===== src/hpbp_pkg.sv =====
// Constants for the host parallel bus port
`default_nettype none
package hpbp_pkg;
  localparam int HPBP_DATA_W = 8;
  localparam int HPBP_ADDR_W = 6;
  localparam int HPBP_DATA_LSB = 0;
  localparam int HPBP_DATA_MSB = 7;
  localparam logic [7:0] HPBP_REG_RESET = 8'h00;
  localparam logic [7:0] HPBP_IDLE_DATA = 8'h00;
endpackage : hpbp_pkg
`default_nettype wire


===== src/hpbp_port.sv =====
// Host parallel bus port: strobe-timed register access from a host CPU
`default_nettype none
module hpbp_port
  import hpbp_pkg::*;
#(
  parameter int DATA_W = HPBP_DATA_W,
  parameter int ADDR_W = HPBP_ADDR_W
)
(
  input wire logic REF_CLK_IN, // System clock
  input wire logic RESETN_IN, // Async reset, active low
  input wire logic CHIP_SELECT_N_IN, // Chip select, active low
  input wire logic READ_STROBE_N_IN, // Read strobe, active low
  input wire logic WRITE_STROBE_N_IN, // Write strobe, active low
  input wire logic [ADDR_W-1:0] REGISTER_SELECT_IN, // Register address
  input wire logic [DATA_W-1:0] HOST_DATA_BUS_IN, // Data bus level in
  output logic [DATA_W-1:0] HOST_DATA_BUS_OUT, // Data bus drive value
  output logic HOST_DATA_BUS_OE_OUT, // Data bus drive enable
  output logic READ_START_OUT, // One-cycle pulse at read start
  output logic WRITE_DONE_OUT // One-cycle pulse at write commit
);

  // Refuse widths that the store and the byte lanes cannot serve
  if (DATA_W != HPBP_DATA_W || ADDR_W < 1 || ADDR_W > 8)
  begin : g_bad_width
    $error("hpbp_port: unsupported width parameters");
  end

  // Direction decode: selected, own strobe low, other strobe high
  function automatic logic strobe_active(input logic sel_in, input logic own_n_in, input logic other_n_in);
    strobe_active = sel_in && !own_n_in && other_n_in;
  endfunction : strobe_active

  ////////////////////////////////////////////////////////////////////
  // Strobe history and edge decode
  localparam int NREG = 1 << ADDR_W;

  logic [DATA_W-1:0] regs_r [NREG];
  logic wr_act_r;
  logic rd_act_r;
  logic [ADDR_W-1:0] wr_addr_r;
  logic [DATA_W-1:0] wr_data_r;
  logic [DATA_W-1:0] dout_r;
  logic oe_r;
  logic rd_start_r;
  logic wr_done_r;

  wire sel = !CHIP_SELECT_N_IN;
  wire wr_act = strobe_active(sel, WRITE_STROBE_N_IN, READ_STROBE_N_IN);
  wire rd_act = strobe_active(sel, READ_STROBE_N_IN, WRITE_STROBE_N_IN);
  wire both_low = sel && !READ_STROBE_N_IN && !WRITE_STROBE_N_IN;
  wire wr_rise = wr_act_r && !wr_act;
  wire rd_fall = rd_act && !rd_act_r;
  wire [DATA_W-1:0] rd_word = regs_r[REGISTER_SELECT_IN];
  wire [DATA_W-1:0] dout_nxt = rd_act ? rd_word : DATA_W'(HPBP_IDLE_DATA);
  wire oe_nxt = rd_act;

  ////////////////////////////////////////////////////////////////////
  // Strobe history, one cycle behind the pins
  always_ff @(posedge REF_CLK_IN or negedge RESETN_IN)
  begin
    if (!RESETN_IN)
    begin
      wr_act_r <= 1'b0;
      rd_act_r <= 1'b0;
    end
    else
    begin
      wr_act_r <= wr_act;
      rd_act_r <= rd_act;
    end
  end

  ////////////////////////////////////////////////////////////////////
  // Write capture while strobe is low, held for the commit
  always_ff @(posedge REF_CLK_IN or negedge RESETN_IN)
  begin
    if (!RESETN_IN)
    begin
      wr_addr_r <= '0;
      wr_data_r <= DATA_W'(HPBP_REG_RESET);
    end
    else if (wr_act)
    begin
      wr_addr_r <= REGISTER_SELECT_IN;
      wr_data_r <= HOST_DATA_BUS_IN;
    end
  end

  ////////////////////////////////////////////////////////////////////
  // Register store, written only at a commit
  always_ff @(posedge REF_CLK_IN or negedge RESETN_IN)
  begin
    if (!RESETN_IN)
    begin
      for (int i = 0; i < NREG; i++)
        regs_r[i] <= DATA_W'(HPBP_REG_RESET);
    end
    else if (wr_rise)
    begin
      regs_r[wr_addr_r] <= wr_data_r;
    end
  end

  ////////////////////////////////////////////////////////////////////
  // Registered bus drive
  always_ff @(posedge REF_CLK_IN or negedge RESETN_IN)
  begin
    if (!RESETN_IN)
    begin
      dout_r <= DATA_W'(HPBP_IDLE_DATA);
      oe_r <= 1'b0;
    end
    else
    begin
      dout_r <= dout_nxt;
      oe_r <= oe_nxt;
    end
  end

  ////////////////////////////////////////////////////////////////////
  // Event pulses, one cycle each
  always_ff @(posedge REF_CLK_IN or negedge RESETN_IN)
  begin
    if (!RESETN_IN)
    begin
      rd_start_r <= 1'b0;
      wr_done_r <= 1'b0;
    end
    else
    begin
      rd_start_r <= rd_fall;
      wr_done_r <= wr_rise;
    end
  end

  assign HOST_DATA_BUS_OUT = dout_r;
  assign HOST_DATA_BUS_OE_OUT = oe_r;
  assign READ_START_OUT = rd_start_r;
  assign WRITE_DONE_OUT = wr_done_r;

  ////////////////////////////////////////////////////////////////////
  // Checks
  chk_release_on_deselect: assert property (@(posedge REF_CLK_IN) disable iff (!RESETN_IN)
    CHIP_SELECT_N_IN |=> !HOST_DATA_BUS_OE_OUT)
    else $error("data bus driven while deselected");

  chk_drive_on_read: assert property (@(posedge REF_CLK_IN) disable iff (!RESETN_IN)
    rd_act |=> HOST_DATA_BUS_OE_OUT && HOST_DATA_BUS_OUT == $past(regs_r[REGISTER_SELECT_IN]))
    else $error("read data not driven");

  chk_no_drive_idle: assert property (@(posedge REF_CLK_IN) disable iff (!RESETN_IN)
    !rd_act |=> !HOST_DATA_BUS_OE_OUT)
    else $error("bus driven without read");

  chk_write_commit: assert property (@(posedge REF_CLK_IN) disable iff (!RESETN_IN)
    wr_rise |=> regs_r[$past(wr_addr_r)] == $past(wr_data_r) && WRITE_DONE_OUT)
    else $error("write not committed at strobe rise");

  chk_write_only_rise: assert property (@(posedge REF_CLK_IN) disable iff (!RESETN_IN)
    !wr_rise |=> !WRITE_DONE_OUT)
    else $error("write pulse without strobe rise");

  chk_read_start: assert property (@(posedge REF_CLK_IN) disable iff (!RESETN_IN)
    (rd_act && !$past(rd_act)) |=> READ_START_OUT ##1 !READ_START_OUT)
    else $error("read start pulse wrong");

  chk_dir_exclusive: assert property (@(posedge REF_CLK_IN) disable iff (!RESETN_IN)
    both_low |=> !HOST_DATA_BUS_OE_OUT)
    else $error("bus driven with both strobes low");

  chk_data_order: assert property (@(posedge REF_CLK_IN) disable iff (!RESETN_IN)
    wr_act |=> wr_data_r[HPBP_DATA_MSB] == $past(HOST_DATA_BUS_IN[HPBP_DATA_MSB])
      && wr_data_r[HPBP_DATA_LSB] == $past(HOST_DATA_BUS_IN[HPBP_DATA_LSB]))
    else $error("bit order broken");

  chk_refused_no_write: assert property (@(posedge REF_CLK_IN) disable iff (!RESETN_IN)
    (both_low && !wr_act_r) |=> !WRITE_DONE_OUT)
    else $error("write committed with both strobes low");

  chk_write_capture: assert property (@(posedge REF_CLK_IN) disable iff (!RESETN_IN)
    wr_act |=> wr_addr_r == $past(REGISTER_SELECT_IN))
    else $error("write address not captured");

  chk_store_hold: assert property (@(posedge REF_CLK_IN) disable iff (!RESETN_IN)
    !wr_rise |=> regs_r[$past(REGISTER_SELECT_IN)] == $past(rd_word))
    else $error("register changed without commit");

  chk_read_no_commit: assert property (@(posedge REF_CLK_IN) disable iff (!RESETN_IN)
    (rd_act && !wr_act_r) |=> !WRITE_DONE_OUT)
    else $error("read caused a write commit");

  chk_done_single: assert property (@(posedge REF_CLK_IN) disable iff (!RESETN_IN)
    WRITE_DONE_OUT |=> !WRITE_DONE_OUT)
    else $error("write pulse longer than one cycle");

  chk_idle_data_zero: assert property (@(posedge REF_CLK_IN) disable iff (!RESETN_IN)
    !HOST_DATA_BUS_OE_OUT |-> HOST_DATA_BUS_OUT == DATA_W'(HPBP_IDLE_DATA))
    else $error("data not idle while released");

  chk_oe_follows_read: assert property (@(posedge REF_CLK_IN) disable iff (!RESETN_IN)
    HOST_DATA_BUS_OE_OUT |-> $past(rd_act))
    else $error("bus driven without a read");

  chk_start_needs_select: assert property (@(posedge REF_CLK_IN) disable iff (!RESETN_IN)
    READ_START_OUT |-> $past(rd_act))
    else $error("read start without selected read");

  chk_start_only_fall: assert property (@(posedge REF_CLK_IN) disable iff (!RESETN_IN)
    !rd_fall |=> !READ_START_OUT)
    else $error("read start without strobe fall");

endmodule : hpbp_port
`default_nettype wire


===== config.mk =====
export PLATFORM = sky130hd
export DESIGN_NAME = hpbp_port
export DESIGN_NICKNAME = d
export VERILOG_FILES = /design/src/hpbp_pkg.sv /design/src/hpbp_port.sv
export SDC_FILE = /design/constraint.sdc
export NUM_CORES = 1
export LEC_CHECK = 0
export BUFFER_PORTS_ARGS = -buffer_cell sky130_fd_sc_hd__buf_2
export CAP_MARGIN = 40
export CORE_MARGIN = 2
export CORE_UTILIZATION = 57
export DETAILED_ROUTE_END_ITERATION = 10
export PLACE_DENSITY = 0.79
export SLEW_MARGIN = 25
export SYNTH_ARGS = -nofsm -noshare
export SYNTH_HDL_FRONTEND = slang
export SYNTH_SLANG_ARGS = --single-unit

===== constraint.sdc =====
create_clock -name REF_CLK_IN -period 1.81 [get_ports REF_CLK_IN]
set_input_delay 0.362 -clock REF_CLK_IN [delete_from_list [all_inputs] [get_ports REF_CLK_IN]]
set_output_delay 0.362 -clock REF_CLK_IN [all_outputs]
set_load 0.05 [all_outputs]

==> impl_metrics.yaml, run 1 <==
run_status:
  status: "complete, but fails checks"
  violations: "negative setup slack"
floorplanning:
  ioPinCount: 30
  dieHeight_um: 213
  core.rowCount: 76
  die-area_mm2: 0.0453
  die-width_um: 213
  initial_core_util_pct: 57.7
  core_mm2: 0.0431
drt:
  wl_per_cell_um: 26.4
  drt_wl_total_um: 64000
  ant_nets: 0
  num_vias: 15200
  drtPass1Iterations: 5
  drc: 0
  vias_per_cell: 6.24
  initialDrtViolationCount: 1467
yosys:
  synth_xor_area_share_pct: 0
  synthSimpleGateAreaFrac_pct: 5.07
  synth_compound_gate_area_share_pct: 1.85
  synth_area_per_cell_um2: 15.6
  syn_area_mm2: 0.0249
  yosys_warnings: 0
  synth_area_leaders: "dfrtp_1 54%, mux2_2 23%, mux4_2 11%"
  ys_ff_latch: 538
  yosys.cell_count.top_type: "dfrtp_1"
  muxShareOfSynthArea_pct: 36.6
  seq_area_frac_synth_pct: 54.1
  synthCells: 1595
  ys_types: 48
  synth-adder-area-share_pct: 0
  ys_async_sr_fraction_pct: 100
  netlist.area_leader.share_pct: 54.1
  synth_flop_cell: "dfrtp_1"
  synth_enable_flop_cells: 0
  yosysTopAreaCell: "dfrtp_1"
  syn-num-nets: 1614
  synth_common_cells: "538 x dfrtp_1, 512 x mux2_2, 116 x mux4_2, 71 x clkbuf_1, 32 x nand2_2"
  synth_top_family_by_area: "multiplexers"
power_and_ir_drop:
  max-vdd-ir-drop_uv: 717
  powerDensity_mw_per_mm2: 998
  leakage_nw: 14.7
worst_setup_path:
  worstSetupStartpointType: "flop"
  required_ps: 2300
  arrival_ps: 2450
  crit_fanout: 8
  crit_type: "flop to flop"
  cp-end-kind: "flop"
clock_network:
  root_buffer: "clkbuf_16"
  cts_max_level: 2
  clk_path_buf_depth: 3
  clk_pin_slew_worst_paths_ps: 60
  numCtsBuffers: 54
  cts_tree: "done"
  clk-insertion-delay-late_ps: 610
  cts_sinks: 538
finish:
  drive_gt1_share_pct: 59.6
  multi_input_area_mm2: 0.0116
  syn_to_final_growth_pct: 22.1
  regArea_mm2: 0.0135
  fin_nets: 1817
  fin_util_pct: 70.5
  design_area_mm2: 0.0304
  nFillCells: 2655
global_routing:
  grt_start_max_net_pins: 76
  grt_remaining_overflow: 0
  grt_usage_pct: 29.4
  grt_pass1_vias: 16200
  grt_pass1_wl_um: 100000
  antenna_found_initial: 3
run:
  cap_violations: 0
placed_design:
  io_buffers: 29
  placed_cell_area_mm2: 0.0277
  dp_hpwl_um: 41800
  dp_slack_ps: -497
  routabilityCongestion: 0.916
sta:
  fmax_ghz: 0.510
  hold_violations: 0
  fin_crit_sh_pct: 108
  min_period_ps: 1960
  worst_pin_slew_ps: 737
  relSlewSlack_pct: 50.8
  clock_skew_ps: 10.4
  grt_setup_unrepaired: "true"
  finalSetupViolCount: 255
  setup_ws_ps: -150
  drv_slew: 0
min_path:
  hp-class: "input port to flop"
cells by family (layout without fill, tap and decap cells):
group	count (synthesis)	after routing
muxes	691	691
DFF	538	538
AOI/OAI and AO/OA	67	67
other	0	1
and+or+nand+nor	177	177
buffers and inverters	122	368
per-layer routing:
metal	part of all wire (%)	GRT usage [%]	up-vias	wire length, um
met4	2.9	9.43	6	1880
met2	48	47.0	523	30700
met3	6.2	5.78	133	3960
met1	43	41.1	8152	27500
met5	0.047	0	-	30
li1	-	-	6337	-
cell type report:
type,instances,share of cell area [%]
Inverter,1,0.0124
Clock inverter,13,0.305
Sequential cell,538,44.4
Multi-Input combinational cell,935,38.2
Clock buffer,86,5.55
Timing Repair Buffer,268,9.13
Tap cell,585,2.41
Antenna cell,1,0.00824
per-stage QoR:
stage / cells / power [W] / setup TNS [ps] / hold slack (ps)
2_1_floorplan: 1595 / 0.0169 / -11650 / 66.4
3_3_place_gp: 2314 / 0.0186 / -127270 / 314
3_5_place_dp: 2314 / 0.0188 / -133680 / 318
4_1_cts: 2429 / 0.0303 / -16150 / 59.8
5_1_grt: 2426 / 0.0314 / -29610 / 78.5
6_report: 2427 / 0.0303 / -21970 / 85.1
worst paths after layout:
check	from	to	slack, ps	depth (start not counted)
max	wr_addr_r[0]	regs_r[250]	-150	5
min	REGISTER_SELECT_IN[5]	HOST_DATA_BUS_OUT[6]	90	2
max reg2reg	wr_addr_r[0]	regs_r[250]	-150	5
min reg2reg	regs_r[101]	regs_r[101]	490	1
max in group asynchronous	RESETN_IN	wr_addr_r[1]	730	3
min in group asynchronous	RESETN_IN	regs_r[128]	280	2
sequential cells by signal (all words and copies together) (netlist names):
register           flops
regs_r               512
HOST_DATA_BUS_OUT      8
wr_data_r              8
wr_act_r               1
WRITE_DONE_OUT         1
wr_addr_r              6
READ_START_OUT         1
rd_act_r               1
layout by cell type (no fill, tap or decap), types with 20 or more instances in the layout:
cell type	synthesis	routed
buf_12	1	55
mux2i_1	25	24
nor2_4	24	25
mux4_2	116	116
nand2_1	28	28
mux2_4	16	186
dfrtp_1	538	526
clkbuf_16	0	57
a22oi_1	21	20
buf_4	16	155
buf_2	25	25
nand2_2	32	26
mux2_2	512	348
what timing repair did:
item | CTS | global route
endpoints found under the setup margin | 282 | 497
gates resized for setup | 144 | 45
hold endpoints to repair | 37 | 0
setup buffers | 7 | 3
hold buffers | 9 | 0
pin swaps | 16 | 14
power by group:
part           switching (W)  leakage [nW]  internal (W)  total [W]
registers           0.000762          7.39        0.0133     0.0141
logic                0.00249          6.40       0.00254    0.00503
clock network        0.00473         0.884       0.00649     0.0112
critical path, stage by stage, from the launching register on:
cell	delay, ps
dfrtp_1	430
nand2b_4	160
or4_4	470
buf_8	180
nor2_8	230
mux2_2	370
Note: power is estimated with default switching activity, not from simulation.
==> run 2: changes to the inputs <==
--- a/config.mk
+++ b/config.mk
@@ -8,9 +8,9 @@
 export BUFFER_PORTS_ARGS = -buffer_cell sky130_fd_sc_hd__buf_2
 export CAP_MARGIN = 40
 export CORE_MARGIN = 2
-export CORE_UTILIZATION = 57
+export CORE_UTILIZATION = 62
 export DETAILED_ROUTE_END_ITERATION = 10
-export PLACE_DENSITY = 0.79
+export PLACE_DENSITY = 0.81
 export SLEW_MARGIN = 25
 export SYNTH_ARGS = -nofsm -noshare
 export SYNTH_HDL_FRONTEND = slang
==> constraint.sdc (replaced) <==
create_clock -name REF_CLK_IN -period 2.3 [get_ports REF_CLK_IN]
set_input_delay 0.46 -clock REF_CLK_IN [delete_from_list [all_inputs] [get_ports REF_CLK_IN]]
set_output_delay 0.46 -clock REF_CLK_IN [all_outputs]
set_load 0.05 [all_outputs]
==> run 2 against run 1 <==
Routed wire length shrank 5.4%. The flow now finishes without violations. Sequential share of layout area grew 2.7 points. Worst setup slack gained 280 ps. First-iteration DRC count shrank 25%.
==> impl_metrics.yaml, run 2 (synthesis gave the netlist of run 1 again) <==
sta:
  tns_ps: 0
  finalSetupViolCount: 0
  fmax_ghz: 0.461
  fin_crit_sh_pct: 94.4
  hold_violations: 0
  setup_ws_ps: 129
  relSlewSlack_pct: 60.4
  grt_setup_unrepaired: "false"
  fin_hold_ws_ps: 95.3
  min_period_ps: 2170
  clock_skew_ps: 18.4
  worst_pin_slew_ps: 594
  drv_slew: 0
finish:
  syn_to_final_growth_pct: 15.1
  largest_register: "regs_r"
  final_common_cell: "dfrtp_1"
  n_antenna_cell: 0
  final_cell_mix: "530 x dfrtp_1, 512 x mux2_2, 116 x mux4_2"
  drive_gt1_share_pct: 56.7
  fin_util_pct: 72.2
  largest_register_ffs: 512
  fin_nets: 1727
  nFillCells: 2424
power_and_ir_drop:
  switchingPower_w: 0.00617
  comb_power_share_pct: 14.1
  leakage_nw: 13.9
  p_seq_share_pct: 46.4
  p_clk_share_pct: 39.5
  max-vdd-ir-drop_uv: 634
  internal_power_w: 0.0179
  powerDensity_mw_per_mm2: 841
  power.total_w: 0.0241
  swShare_pct: 25.6
global_routing:
  grt_start_max_net_pins: 78
  grt_remaining_overflow: 0
  grt_pass1_vias: 15700
  grt_pass1_wl_um: 94400
  antenna_found_initial: 1
  grt_usage_pct: 30.2
run_status:
  status: "completed"
worst_setup_path:
  cp_slowest_stage_delay_ps: 530
  required_ps: 2790
  crit_type: "flop to flop"
  arrival_ps: 2660
  worstSetupStartpointType: "flop"
  cp-end-kind: "flop"
  slowest_stage: "dfrtp_1"
  crit_fanout: 8
  regToRegSetupSlack_ps: 130
  crit_chain: "nand3_1 -> or3_1 -> buf_4 -> nor2_4 -> mux2_2"
placed_design:
  dp_slack_ps: -152
  dp_hpwl_um: 40300
  io_buffers: 29
  routabilityCongestion: 0.954
drt:
  drtPass1Iterations: 5
  initialDrtViolationCount: 1095
  ant_nets: 0
  drc: 0
  drt_wl_total_um: 60500
  wl_per_cell_um: 26.6
  vias_per_cell: 6.46
  num_vias: 14700
run:
  cap_violations: 0
floorplanning:
  die-area_mm2: 0.0417
  core.rowCount: 73
  die-width_um: 204
  initial_core_util_pct: 62.7
  ioPinCount: 30
  core_mm2: 0.0396
  dieHeight_um: 204
clock_network:
  numCtsBuffers: 54
  cts_sinks: 538
  cts_tree: "done"
  post-cts-setup-buffers: 0
  cts_max_level: 2
  clk_path_buf_depth: 3
  root_buffer: "clkbuf_16"
  clk-insertion-delay-late_ps: 600
  clk_pin_slew_worst_paths_ps: 60
min_path:
  hp-class: "input port to flop"
run 2: cell count changes in the layout (fill, tap and decap cells not counted), sizes merged:
cell / change
buf: -82
bufinv: +8
clkbuf: -8
diode: -1
clkinvlp: +3
dlygate4sd3: -8
inv: +1
clkinv: -3
run 2: power by group through the flow:
stage	clock [W]	sequential [W]	combinational (W)
after floorplan	0	0.0110	0.00229
final	0.00952	0.0112	0.00339
after detailed placement	0	0.0113	0.00335
after CTS	0.00962	0.0112	0.00339
after global routing	0.0100	0.0113	0.00360
after global placement	0	0.0112	0.00323
run 2: routing by layer:
metal | vias to the layer above | wire length, um | global-route usage (%)
met5 | - | 0 | 0
met4 | 0 | 2150 | 10.7
met3 | 150 | 4550 | 7.24
met2 | 546 | 28600 | 47.4
met1 | 7861 | 25200 | 41.5
li1 | 6160 | - | -
run 2: worst paths after layout:
check,cells past startpoint,startpoint,endpoint
worst max register to register,5,wr_addr_r[1],regs_r[422]
worst max-delay path,5,wr_addr_r[1],regs_r[422]
max in group asynchronous,4,RESETN_IN,regs_r[261]
worst min register to register,1,regs_r[39],regs_r[39]
min in group asynchronous,2,RESETN_IN,regs_r[29]
worst min-delay path,2,HOST_DATA_BUS_IN[3],wr_data_r[3]
run 2: repair_timing:
| action | 4_1_cts | 5_1_grt |
|---|---|---|
| hold buffers | 1 | 0 |
| endpoints found under the setup margin | 0 | 0 |
| resized for setup | 0 | 0 |
| endpoints found under the hold margin | 48 | 0 |
run 2: layout make-up:
class	instances	area, um2	share of cell area, %
inverters	1	3.75	0.0131
repair buffers	178	1720	6.01
clock inverters	22	349	1.22
multi-input cells	935	10800	37.9
flip-flops and latches	538	13500	47.1
clock buffers	78	1580	5.53
well taps	525	657	2.29
run 2: through the flow:
step | cell area [um2] | cells
final | 28600 | 2277
after floorplan | 24900 | 1595
after global placement | 26700 | 2174
after detailed placement | 26700 | 2176
after CTS | 28600 | 2277
after global routing | 28600 | 2277
run 2: critical path: cells and delay by family (launching register included):
family / cells / cell delay [ps]
mux: 1 / 390
simple gates: 3 / 900
buf+inv: 1 / 230
flops: 1 / 530
